===== src/logic/i2c_regs_pkg.sv =====
package i2c_regs_pkg;
  // register byte offsets
  localparam logic [7:0]  CTRL_OFF       = 8'h00;
  localparam logic [7:0]  STATUS_OFF     = 8'h18;
  localparam logic [7:0]  FLAG_CLEAR_OFF = 8'h1C;
  localparam logic [7:0]  CHECK_OFF      = 8'h20;
  localparam logic [7:0]  RX_OFF         = 8'h24;
  localparam logic [7:0]  TX_OFF         = 8'h28;
  localparam logic [7:0]  MASK_OFF       = 8'h2C;
  localparam logic [31:0] REG_RESET      = 32'h0000_0000;
  // status / flag-clear / mask bit positions
  localparam int TXE_BIT   = 0;
  localparam int ADDR_BIT  = 3;
  localparam int NACK_BIT  = 4;
  localparam int STOP_BIT  = 5;
  localparam int BERR_BIT  = 8;
  localparam int ARB_BIT   = 9;
  localparam int OVR_BIT   = 10;
  localparam int PECE_BIT  = 11;
  localparam int TTE_BIT   = 12;
  localparam int ALERT_BIT = 13;
  localparam logic [31:0] FLAG_MASK  = 32'h0000_3F38;
  localparam logic [31:0] SMBUS_MASK = 32'h0000_3800;
  // control register bit positions
  localparam int EN_BIT       = 0;
  localparam int CHECK_EN_BIT = 1;
  localparam int HOST_BIT     = 2;
  localparam int ALERT_EN_BIT = 3;
  localparam int START_BIT    = 4;
  localparam logic [31:0] CTRL_MASK = 32'h0000_001F;
  // receiver
  localparam logic [3:0] LAST_DATA_BIT = 4'h7;
  localparam logic [3:0] ACK_SLOT      = 4'h8;
  localparam logic [7:0] CRC_POLY      = 8'h07;
  typedef enum logic {
    RX_IDLE = 1'b0,
    RX_BUSY = 1'b1
  } rx_state_t;
endpackage : i2c_regs_pkg


===== src/logic/i2c_flag_clear_and_data_regs.sv =====
`timescale 1ns/100ps
module i2c_flag_clear_and_data_regs #(
  parameter bit SMBUS_SUPPORT = 1'b1
) (
  input  wire logic        mclk_i,
  input  wire logic        reset_n_i,
  input  wire logic        psel_i,
  input  wire logic        penable_i,
  input  wire logic        pwrite_i,
  input  wire logic [7:0]  paddr_i,
  input  wire logic [31:0] pwdata_i,
  output logic      [31:0] prdata_o,
  output logic             pready_o,
  output logic             pslverr_o,
  input  wire logic        scl_i,
  input  wire logic        sda_i,
  input  wire logic        alert_n_i,
  input  wire logic        addr_match_ev_i,
  input  wire logic        bus_error_ev_i,
  input  wire logic        arb_lost_ev_i,
  input  wire logic        over_under_ev_i,
  input  wire logic        check_error_ev_i,
  input  wire logic        timeout_ev_i,
  input  wire logic        tx_take_i,
  output logic      [7:0]  tx_byte_o,
  output logic             tx_empty_o,
  output logic             start_request_o,
  output logic             controller_enable_o,
  output logic             check_enable_o,
  output logic             irq_o
);

  // decode shared by read and write paths
  function automatic logic is_mapped(input logic [7:0] a);
    is_mapped = (a == i2c_regs_pkg::CTRL_OFF) ||
                (a == i2c_regs_pkg::STATUS_OFF) ||
                (a == i2c_regs_pkg::FLAG_CLEAR_OFF) ||
                (a == i2c_regs_pkg::CHECK_OFF) ||
                (a == i2c_regs_pkg::RX_OFF) ||
                (a == i2c_regs_pkg::TX_OFF) ||
                (a == i2c_regs_pkg::MASK_OFF);
  endfunction : is_mapped

  // bitwise crc-8 step over one byte, msb first
  function automatic logic [7:0] crc8(input logic [7:0] c,
                                      input logic [7:0] b);
    logic [7:0] r;
    r = c ^ b;
    for (int i = 0; i < 8; i++) begin
      r = r[7] ? ({r[6:0], 1'b0} ^ i2c_regs_pkg::CRC_POLY)
               : {r[6:0], 1'b0};
    end
    crc8 = r;
  endfunction : crc8

  logic [31:0] ctrl_q;
  logic [31:0] mask_q;
  logic [31:0] flags_q;
  logic [31:0] flags_d;
  logic [31:0] set_ev;
  logic [31:0] clr_ev;
  logic [31:0] smbus_keep;
  logic [7:0]  pec_q;
  logic [7:0]  rx_q;
  logic [7:0]  tx_q;
  logic        txe_q;
  logic        pready_q;
  logic        pslverr_q;
  logic [31:0] prdata_q;
  logic        irq_q;
  logic        wr_acc;
  logic        en;
  logic        check_en;

  assign en       = ctrl_q[i2c_regs_pkg::EN_BIT];
  assign check_en = ctrl_q[i2c_regs_pkg::CHECK_EN_BIT];
  assign wr_acc   = psel_i && penable_i && pwrite_i && pready_q;
  assign smbus_keep = SMBUS_SUPPORT ? 32'hFFFF_FFFF
                                    : ~i2c_regs_pkg::SMBUS_MASK;

  // pin synchronisers: three stages, change accepted when 2nd and 3rd agree
  logic [2:0] scl_s;
  logic [2:0] sda_s;
  logic [2:0] alt_s;
  logic       scl_f;
  logic       sda_f;
  logic       alt_f;
  always_ff @(posedge mclk_i or negedge reset_n_i) begin
    if (!reset_n_i) begin
      scl_s <= 3'h7;
      sda_s <= 3'h7;
      alt_s <= 3'h7;
    end else begin
      scl_s <= {scl_s[1:0], scl_i};
      sda_s <= {sda_s[1:0], sda_i};
      alt_s <= {alt_s[1:0], alert_n_i};
    end
  end

  // filtered levels; bus idles high
  always_ff @(posedge mclk_i or negedge reset_n_i) begin
    if (!reset_n_i) begin
      scl_f <= 1'b1;
      sda_f <= 1'b1;
      alt_f <= 1'b1;
    end else begin
      if (scl_s[1] == scl_s[2]) scl_f <= scl_s[2];
      if (sda_s[1] == sda_s[2]) sda_f <= sda_s[2];
      if (alt_s[1] == alt_s[2]) alt_f <= alt_s[2];
    end
  end

  logic scl_rise;
  logic start_cond;
  logic stop_cond;
  logic alert_fall;
  assign scl_rise   = (scl_s[1] == scl_s[2]) && scl_s[2] && !scl_f;
  assign start_cond = scl_f && (sda_s[1] == sda_s[2]) && !sda_s[2] && sda_f;
  assign stop_cond  = scl_f && (sda_s[1] == sda_s[2]) && sda_s[2] && !sda_f;
  assign alert_fall = (alt_s[1] == alt_s[2]) && !alt_s[2] && alt_f;

  // byte receiver: sample on scl rise, ninth slot is the acknowledge
  i2c_regs_pkg::rx_state_t rx_state_q;
  logic [3:0] bit_cnt_q;
  logic [6:0] shift_q;
  logic       byte_done;
  logic       nack_ev;
  logic [7:0] byte_in;
  assign byte_in   = {shift_q, sda_f};
  assign byte_done = (rx_state_q == i2c_regs_pkg::RX_BUSY) && scl_rise &&
                     (bit_cnt_q == i2c_regs_pkg::LAST_DATA_BIT);
  assign nack_ev   = (rx_state_q == i2c_regs_pkg::RX_BUSY) && scl_rise &&
                     (bit_cnt_q == i2c_regs_pkg::ACK_SLOT) && sda_f;

  always_ff @(posedge mclk_i or negedge reset_n_i) begin
    if (!reset_n_i) begin
      rx_state_q <= i2c_regs_pkg::RX_IDLE;
      bit_cnt_q  <= 4'h0;
      shift_q    <= 7'h00;
    end else if (!en) begin
      rx_state_q <= i2c_regs_pkg::RX_IDLE;
      bit_cnt_q  <= 4'h0;
    end else begin
      unique case (rx_state_q)
        i2c_regs_pkg::RX_IDLE: begin
          if (start_cond) begin
            rx_state_q <= i2c_regs_pkg::RX_BUSY;
            bit_cnt_q  <= 4'h0;
          end
        end
        i2c_regs_pkg::RX_BUSY: begin
          if (stop_cond) begin
            rx_state_q <= i2c_regs_pkg::RX_IDLE;
          end else if (start_cond) begin
            bit_cnt_q <= 4'h0; // repeated start
          end else if (scl_rise) begin
            shift_q   <= byte_in[6:0];
            bit_cnt_q <= (bit_cnt_q == i2c_regs_pkg::ACK_SLOT) ? 4'h0
                         : bit_cnt_q + 4'h1;
          end
        end
      endcase
    end
  end

  // latest received byte
  always_ff @(posedge mclk_i or negedge reset_n_i) begin
    if (!reset_n_i) rx_q <= 8'h00;
    else if (byte_done) rx_q <= byte_in;
  end

  // running check byte; cleared while disabled
  always_ff @(posedge mclk_i or negedge reset_n_i) begin
    if (!reset_n_i) pec_q <= 8'h00;
    else if (!en) pec_q <= 8'h00;
    else if (byte_done && check_en) pec_q <= crc8(pec_q, byte_in);
  end

  // flag events and write-one clears; a set in the same cycle wins
  always_comb begin
    set_ev = 32'h0000_0000;
    set_ev[i2c_regs_pkg::ADDR_BIT]  = addr_match_ev_i;
    set_ev[i2c_regs_pkg::NACK_BIT]  = nack_ev;
    set_ev[i2c_regs_pkg::STOP_BIT]  = en && stop_cond;
    set_ev[i2c_regs_pkg::BERR_BIT]  = bus_error_ev_i;
    set_ev[i2c_regs_pkg::ARB_BIT]   = arb_lost_ev_i;
    set_ev[i2c_regs_pkg::OVR_BIT]   = over_under_ev_i;
    set_ev[i2c_regs_pkg::PECE_BIT]  = check_error_ev_i;
    set_ev[i2c_regs_pkg::TTE_BIT]   = timeout_ev_i;
    set_ev[i2c_regs_pkg::ALERT_BIT] = en && alert_fall &&
                                      ctrl_q[i2c_regs_pkg::HOST_BIT] &&
                                      ctrl_q[i2c_regs_pkg::ALERT_EN_BIT];
    clr_ev = 32'h0000_0000;
    if (wr_acc && paddr_i == i2c_regs_pkg::FLAG_CLEAR_OFF) begin
      clr_ev = pwdata_i & i2c_regs_pkg::FLAG_MASK;
    end
    if (!en) begin
      clr_ev[i2c_regs_pkg::ALERT_BIT] = 1'b1;
    end
    flags_d = ((flags_q & ~clr_ev) | set_ev) & i2c_regs_pkg::FLAG_MASK;
    flags_d = flags_d & smbus_keep;
  end

  always_ff @(posedge mclk_i or negedge reset_n_i) begin
    if (!reset_n_i) flags_q <= i2c_regs_pkg::REG_RESET;
    else flags_q <= flags_d;
  end

  // control: software sets fields, address-match clear drops start request
  always_ff @(posedge mclk_i or negedge reset_n_i) begin
    if (!reset_n_i) begin
      ctrl_q <= i2c_regs_pkg::REG_RESET;
    end else if (wr_acc && paddr_i == i2c_regs_pkg::CTRL_OFF) begin
      ctrl_q <= pwdata_i & i2c_regs_pkg::CTRL_MASK;
    end else if (wr_acc && paddr_i == i2c_regs_pkg::FLAG_CLEAR_OFF &&
                 pwdata_i[i2c_regs_pkg::ADDR_BIT]) begin
      ctrl_q[i2c_regs_pkg::START_BIT] <= 1'b0;
    end
  end

  // interrupt mask, same layout as status
  always_ff @(posedge mclk_i or negedge reset_n_i) begin
    if (!reset_n_i) mask_q <= i2c_regs_pkg::REG_RESET;
    else if (wr_acc && paddr_i == i2c_regs_pkg::MASK_OFF) begin
      mask_q <= pwdata_i & i2c_regs_pkg::FLAG_MASK & smbus_keep;
    end
  end

  // transmit byte; a write while full is dropped so no queued byte is lost
  always_ff @(posedge mclk_i or negedge reset_n_i) begin
    if (!reset_n_i) begin
      tx_q  <= 8'h00;
      txe_q <= 1'b1;
    end else if (wr_acc && paddr_i == i2c_regs_pkg::TX_OFF && txe_q) begin
      tx_q  <= pwdata_i[7:0];
      txe_q <= 1'b0;
    end else if (tx_take_i || !en) begin
      txe_q <= 1'b1;
    end
  end

  // apb: zero-wait answer, ready raised in the access phase
  always_ff @(posedge mclk_i or negedge reset_n_i) begin
    if (!reset_n_i) begin
      pready_q  <= 1'b0;
      pslverr_q <= 1'b0;
    end else begin
      pready_q  <= psel_i && !penable_i && !pready_q;
      pslverr_q <= psel_i && !penable_i && !pready_q && !is_mapped(paddr_i);
    end
  end

  // read data captured in the setup cycle
  always_ff @(posedge mclk_i or negedge reset_n_i) begin
    if (!reset_n_i) begin
      prdata_q <= 32'h0000_0000;
    end else if (psel_i && !penable_i && !pwrite_i) begin
      unique case (paddr_i)
        i2c_regs_pkg::CTRL_OFF:   prdata_q <= ctrl_q;
        i2c_regs_pkg::STATUS_OFF: begin
          prdata_q <= flags_q;
          prdata_q[i2c_regs_pkg::TXE_BIT] <= txe_q;
        end
        i2c_regs_pkg::CHECK_OFF:
          prdata_q <= {24'h000000, check_en ? pec_q : 8'h00};
        i2c_regs_pkg::RX_OFF:     prdata_q <= {24'h000000, rx_q};
        i2c_regs_pkg::TX_OFF:     prdata_q <= {24'h000000, tx_q};
        i2c_regs_pkg::MASK_OFF:   prdata_q <= mask_q;
        default:                  prdata_q <= 32'h0000_0000;
      endcase
    end
  end

  // level interrupt, one cycle behind the flags
  always_ff @(posedge mclk_i or negedge reset_n_i) begin
    if (!reset_n_i) irq_q <= 1'b0;
    else irq_q <= |(flags_q & mask_q);
  end

  assign prdata_o            = prdata_q;
  assign pready_o            = pready_q;
  assign pslverr_o           = pslverr_q;
  assign tx_byte_o           = tx_q;
  assign tx_empty_o          = txe_q;
  assign start_request_o     = ctrl_q[i2c_regs_pkg::START_BIT];
  assign controller_enable_o = ctrl_q[i2c_regs_pkg::EN_BIT];
  assign check_enable_o      = ctrl_q[i2c_regs_pkg::CHECK_EN_BIT];
  assign irq_o               = irq_q;

  // checks
  logic fc_wr;
  assign fc_wr = wr_acc && paddr_i == i2c_regs_pkg::FLAG_CLEAR_OFF;
endmodule : i2c_flag_clear_and_data_regs


===== config.mk =====
export PLATFORM = sky130hd
export DESIGN_NAME = i2c_flag_clear_and_data_regs
export DESIGN_NICKNAME = d
export VERILOG_FILES = /design/src/logic/i2c_regs_pkg.sv /design/src/logic/i2c_flag_clear_and_data_regs.sv
export SDC_FILE = /design/constraint.sdc
export NUM_CORES = 1
export LEC_CHECK = 0
export BUFFER_PORTS_ARGS = -buffer_cell sky130_fd_sc_hd__buf_2
export CAP_MARGIN = 15
export CELL_PAD_IN_SITES_DETAIL_PLACEMENT = 1
export CELL_PAD_IN_SITES_GLOBAL_PLACEMENT = 1
export CORE_ASPECT_RATIO = 0.8
export CORE_MARGIN = 2
export CORE_UTILIZATION = 42
export CTS_CLUSTER_DIAMETER = 40
export CTS_CLUSTER_SIZE = 14
export DETAILED_ROUTE_END_ITERATION = 10
export HOLD_SLACK_MARGIN = 0.08
export PLACE_DENSITY = 0.92
export SLEW_MARGIN = 5
export SYNTH_ARGS = -nofsm -noshare
export SYNTH_HDL_FRONTEND = slang
export SYNTH_SLANG_ARGS = --single-unit
export TNS_END_PERCENT = 5

===== constraint.sdc =====
create_clock -name mclk_i -period 2.3 [get_ports mclk_i]
set_clock_uncertainty 0.05 [all_clocks]
set_input_delay 0.115 -clock mclk_i [delete_from_list [all_inputs] [get_ports mclk_i]]
set_output_delay 0.115 -clock mclk_i [all_outputs]
set_load 0.1 [all_outputs]

# Word-level counts from Yosys, hierarchy flattened
# Index checks and enable logic that the tools add are counted.
# totals
word_cells,135
input_bits,55
reg_bits,107
# op_classes
n_eq_ne,15
bitwise,16
mux,29
reduce_logical,53
addsub,1
# op_table
op,count
$pmux 14 s6,1
$eq 8x6->1 const B,4
$reduce_or 32->1,1
$logic_and 1x1->1,31
$and 14x14->14,2
$mux 3,8
$mux 4,6
$mux 8,3
$not 3->3,8
$eq 8x5->1 const B,2
$mux 14,1
$not 14->14,1
$or 14x14->14,1
$logic_not 1->1,9
$logic_not 8->1,1
$mux 1,8
$pmux 4 s2,1
$xor 8x8->8,1
$logic_or 1x1->1,7
$ne 3x3->1 const B,2
$reduce_and 5->1,1
$add 4x1->4 const B,1
$eq 4x3->1 const B,1
$eq 4x4->1 const B,1
7 further kinds,12

# Logic depth before layout (Yosys ltp)
# logic_depth
word_depth,19
mapped_depth,7

# Worst setup path before layout
# No wires, ideal clock.
# synth_path
kind,reg2reg
start,reg pready_q (netlist: pready_o)
end,reg ctrl_q[1]
path_slack_ns,-0.144
path_buffers,0
path_stages_with_launch,4
arrival_ns,2.268
cell_sequence,dfrtp_1 -> nand4_1 -> nor4_4 -> mux2_2
# synth_via
elab_chain_len,2
# synth_rtl
element,line_no,text
start: declaration,i2c_flag_clear_and_data_regs.sv:67,logic pready_q;
start signal: assignment,i2c_flag_clear_and_data_regs.sv:248,pready_q <= psel_i && !penable_i && !pready_q;
$logic_and 1x1->1,i2c_flag_clear_and_data_regs.sv:77,assign wr_acc = psel_i && penable_i && pwrite_i && pready_q;
$logic_and 1x1->1,i2c_flag_clear_and_data_regs.sv:213,end else if (wr_acc && paddr_i == i2c_regs_pkg::CTRL_OFF) begin
end signal: assignment,i2c_flag_clear_and_data_regs.sv:212,ctrl_q <= i2c_regs_pkg::REG_RESET;
end signal: assignment,i2c_flag_clear_and_data_regs.sv:214,ctrl_q <= pwdata_i & i2c_regs_pkg::CTRL_MASK;
end: declaration,i2c_flag_clear_and_data_regs.sv:56,logic [31:0] ctrl_q;
# No other way between the ends.
# A chain may end at the register's enable or synchronous reset.

# Worst setup path after layout
# layout_path
start,in psel_i
end,reg ctrl_q[3]
# layout_via
elab_chain_len,4
# layout_rtl
element,line_no,text
start: declaration,i2c_flag_clear_and_data_regs.sv:7,"input wire logic psel_i,"
$logic_and 1x1->1 (3 in a row),i2c_flag_clear_and_data_regs.sv:77,
$logic_and 1x1->1,i2c_flag_clear_and_data_regs.sv:213,
# No other way between the ends.

==> impl_metrics.xml <==
<?xml version="1.0" encoding="UTF-8"?>
<metrics>
  <group name="floorplan">
    <metric name="dieWidth" unit="µm">118</metric>
    <metric name="initial_utilization" unit="">0.426</metric>
    <metric name="floorplan_die_height" unit="µm">94.8</metric>
    <metric name="io-pin-count" unit="">102</metric>
    <metric name="core_area" unit="mm²">0.0102</metric>
    <metric name="dieArea" unit="mm²">0.0111</metric>
    <metric name="core.rowCount" unit="">33</metric>
  </group>
  <group name="route">
    <metric name="drt_pass1_iterations" unit="">5</metric>
    <metric name="routed_wire_length_per_instance" unit="µm">21.7</metric>
    <metric name="post-route-drc-count" unit="">0</metric>
    <metric name="via_per_inst" unit="">5.62</metric>
    <metric name="via_count" unit="">3504</metric>
    <metric name="drt_iter0_markers" unit="">243</metric>
    <metric name="detail-route-antenna-nets" unit="">0</metric>
    <metric name="drt_wl_total" unit="µm">13500</metric>
  </group>
  <group name="sta">
    <metric name="final-setup-viol-count" unit="">0</metric>
    <metric name="slew_headroom" unit="">0.409</metric>
    <metric name="period_share" unit="">0.911</metric>
    <metric name="setup_tns" unit="ns">0</metric>
    <metric name="worst_pin_slew" unit="ns">0.874</metric>
    <metric name="timing_max_transition_violations_final" unit="">0</metric>
    <metric name="setup_slack_after_layout" unit="ns">0.204</metric>
    <metric name="maxClockFrequency" unit="MHz">477</metric>
    <metric name="unrepaired_setup_endpoints_after_global_routing" unit="">no</metric>
    <metric name="final.min_clock_period" unit="ns">2.10</metric>
    <metric name="finalHoldViolCount" unit="">0</metric>
  </group>
  <group name="setup_path">
    <metric name="required" unit="ns">2.49</metric>
    <metric name="cpMaxStageDelayCell" unit="">sky130_fd_sc_hd__nor4_4</metric>
    <metric name="critPathLaunchType" unit="">input pin</metric>
    <metric name="setup.worst_path.class" unit="">in2reg</metric>
    <metric name="sort_of_element_at_the_end_of_the_critical_path" unit="">flop</metric>
    <metric name="cp.arrival" unit="ns">2.28</metric>
    <metric name="worst-path-max-fanout" unit="">6</metric>
    <metric name="critical-path-max-stage-delay" unit="ns">0.73</metric>
    <metric name="crit_path_cell_trace" unit="">dlygate4sd3_1 &gt; buf_2 &gt; nand4_1 &gt; nor4_4 &gt; mux2_2</metric>
  </group>
  <group name="clock_tree">
    <metric name="cts_buffer_depth" unit="">2</metric>
    <metric name="clock_tree_from_tritoncts" unit="">built</metric>
    <metric name="clock_insertion_delay_worst_skew" unit="ns">0.37</metric>
    <metric name="cts_htree_levels" unit="">3</metric>
    <metric name="clock_sinks" unit="">89</metric>
    <metric name="cts.repair.resized" unit="">0</metric>
    <metric name="number_of_clock_buffers_inserted_by_tritoncts" unit="">9</metric>
    <metric name="clkTransAtPathRegs" unit="ns">0.06</metric>
    <metric name="clock_tree.root_cell" unit="">sky130_fd_sc_hd__clkbuf_16</metric>
  </group>
  <group name="finish">
    <metric name="utilization" unit="">0.528</metric>
    <metric name="ff_latch_area" unit="mm²">0.00224</metric>
    <metric name="fin_nets" unit="">538</metric>
    <metric name="n_fill_cell" unit="">1118</metric>
    <metric name="ratio_of_cells_with_drive_above_1_in_the_final_layout" unit="">0.324</metric>
    <metric name="area_growth_syn_to_layout" unit="%">23.8</metric>
    <metric name="multi_input_comb_area" unit="mm²">0.00195</metric>
    <metric name="insertedDiodeCount" unit="">0</metric>
  </group>
  <group name="power">
    <metric name="powerDensity" unit="mW/mm²">646</metric>
    <metric name="finalPower" unit="mW">3.47</metric>
    <metric name="cellLeakagePower" unit="nW">2.46</metric>
    <metric name="worst_ir_drop_vdd" unit="V">0.000488</metric>
  </group>
  <group name="placement">
    <metric name="post_place_worst_slack" unit="ns">0.280</metric>
    <metric name="hpwlAfterDp" unit="µm">9350</metric>
    <metric name="replace_congestion" unit="">0.920</metric>
    <metric name="io_buffers" unit="">65</metric>
  </group>
  <group name="synthesis">
    <metric name="yosys_warnings" unit="">0</metric>
    <metric name="post-synth-top-count-cell" unit="">sky130_fd_sc_hd__dfrtp_1</metric>
    <metric name="synth.cells.most_frequent" unit="">sky130_fd_sc_hd__dfrtp_1 (76), sky130_fd_sc_hd__nand2_1 (45), sky130_fd_sc_hd__mux2_2 (37)</metric>
    <metric name="yosys.area.top_type" unit="">sky130_fd_sc_hd__dfrtp_1</metric>
    <metric name="main_flop_type_after_synthesis" unit="">sky130_fd_sc_hd__dfrtp_1</metric>
    <metric name="postSynthRegisterBits" unit="">89</metric>
    <metric name="ys_top_cells_by_area" unit="">sky130_fd_sc_hd__dfrtp_1 (44%), sky130_fd_sc_hd__mux2_2 (9.6%), sky130_fd_sc_hd__dfstp_2 (7.9%)</metric>
    <metric name="synthesis.area" unit="mm²">0.00433</metric>
    <metric name="synth_edf_count" unit="">0</metric>
    <metric name="synth-seq-area-share" unit="">0.518</metric>
    <metric name="async_flop_share" unit="">1.00</metric>
    <metric name="count_of_unique_library_cells_instantiated_by_yosys" unit="">63</metric>
    <metric name="synth.top_cell.area_share" unit="">0.439</metric>
    <metric name="syn_inst" unit="">376</metric>
    <metric name="post_synth.cell_area_avg" unit="µm²">11.5</metric>
  </group>
  <group name="job">
    <metric name="maxCapViolCount" unit="">0</metric>
  </group>
  <group name="global_routing">
    <metric name="vias_in_the_first_global_route" unit="">3839</metric>
    <metric name="grt_first_pass_wirelength" unit="µm">21100</metric>
    <metric name="tot_gr_track_use" unit="">0.255</metric>
    <metric name="grt_start_max_net_pins" unit="">47</metric>
    <metric name="grt_antenna_before_repair" unit="">1</metric>
    <metric name="grt.overflow.total" unit="">0</metric>
  </group>
  <group name="run_status">
    <metric name="run_status" unit="">finished clean</metric>
  </group>
  <group name="min_path">
    <metric name="hp-class" unit="">in2reg</metric>
  </group>
</metrics>
## cells by family (layout without fill, tap and decap cells)
| family | count (synthesis) | after routing | synth area share |
|---|---|---|---|
| simple gates | 111 | 111 | 0.149 |
| mux | 38 | 38 | 0.0985 |
| other cells | 1 | 18 | 0.000866 |
| compound gates | 78 | 78 | 0.131 |
| xor+xnor | 19 | 19 | 0.0416 |
| fa+ha+maj | 5 | 5 | 0.0139 |
| flops | 89 | 89 | 0.518 |
| buf+inv | 35 | 126 | 0.0471 |
## stage by stage
stage | std cells | hold WS (ns) | cell area [µm²]
floorplan | 393 | -0.231 | 4400
finish | 624 | 0.186 | 5360
global placement | 581 | 0.0946 | 4820
detailed placement | 581 | 0.104 | 4820
global route | 624 | 0.223 | 5360
CTS | 624 | 0.173 | 5360
## layout make-up
type	count	area share
clock inverters	5	0.00630
clock buffers	11	0.0434
inverters	5	0.00350
well taps	140	0.0327
multi-input cells	269	0.363
flip-flops and latches	89	0.419
repair buffers	105	0.132
## state kept, by name, summed over array words and instances (netlist names), 3 cells and up
signal,flops
alt_s,3
bit_cnt_q,4
scl_s,3
prdata_o,14
ctrl_q,5
shift_q,7
rx_q,8
sda_s,3
tx_byte_o,8
mask_q,9
pec_q,8
flags_q,9
## layer usage
| metal | up-vias | share of wire | global-route usage |
|---|---|---|---|
| li1 | 1523 | - | - |
| met1 | 1802 | 0.41 | 0.309 |
| met2 | 138 | 0.49 | 0.427 |
| met3 | 39 | 0.057 | 0.0574 |
| met4 | 2 | 0.040 | 0.146 |
| met5 | - | 0.00089 | 0 |
## final timing paths
| kind | end | startpoint | slack, ns | cells past startpoint |
|---|---|---|---|---|
| max in group asynchronous | scl_s[0] | reset_n_i | 1.22 | 3 |
| min | pslverr_o | paddr_i[3] | 0.19 | 3 |
| min reg2reg | sda_s[1] | sda_s[0] | 0.31 | 0 |
| max | ctrl_q[3] | psel_i | 0.20 | 5 |
| min in group asynchronous | pslverr_o | reset_n_i | 0.25 | 2 |
| max reg2reg | ctrl_q[3] | pready_o | 0.22 | 3 |
## repair_timing
action / in CTS / in global routing
setup buffers: 0 / 0
hold buffers: 27 / 0
endpoints found under the setup margin: 0 / 0
hold endpoints to repair: 78 / 0
## worst max-delay path, delay by kind of cell
kind | cells | cell delay (ns)
buffers and inverters | 2 | 0.63
and+or+nand+nor | 2 | 1.11
muxes | 1 | 0.42
## cells in the final DEF, fill, tap and decap left out, drive strengths merged, types with 3 or more instances in the layout
| cell | synthesis | final |
|---|---|---|
| dfrtp | 76 | 76 |
| ha | 4 | 4 |
| and2 | 3 | 3 |
| nand3 | 10 | 10 |
| a21o | 6 | 6 |
| xnor2 | 14 | 14 |
| nand4 | 6 | 6 |
| xor2 | 4 | 4 |
| dlygate4sd3 | 0 | 27 |
| a22oi | 9 | 9 |
| nand2b | 4 | 4 |
| nor4 | 3 | 3 |
| o211a | 4 | 4 |
| a21oi | 12 | 12 |
| a22o | 5 | 5 |
| or3 | 4 | 4 |
| nand3b | 4 | 4 |
| nor4b | 4 | 4 |
| nand2 | 46 | 46 |
| conb | 1 | 18 |
| dfstp | 13 | 13 |
| buf | 23 | 78 |
| o21ai | 16 | 16 |
| mux2 | 37 | 37 |
| clkbuf | 7 | 11 |
| o31ai | 6 | 6 |
| inv | 5 | 6 |
| a21boi | 6 | 6 |
| nor2b | 3 | 3 |
| nor2 | 12 | 12 |
## where the power goes
| group | switching [mW] | internal [mW] |
|---|---|---|
| combinational | 0.356 | 0.109 |
| clock | 0.638 | 0.732 |
| sequential | 0.0230 | 1.61 |
| total | 1.02 | 2.45 |
(Power assumes the default switching activity.)
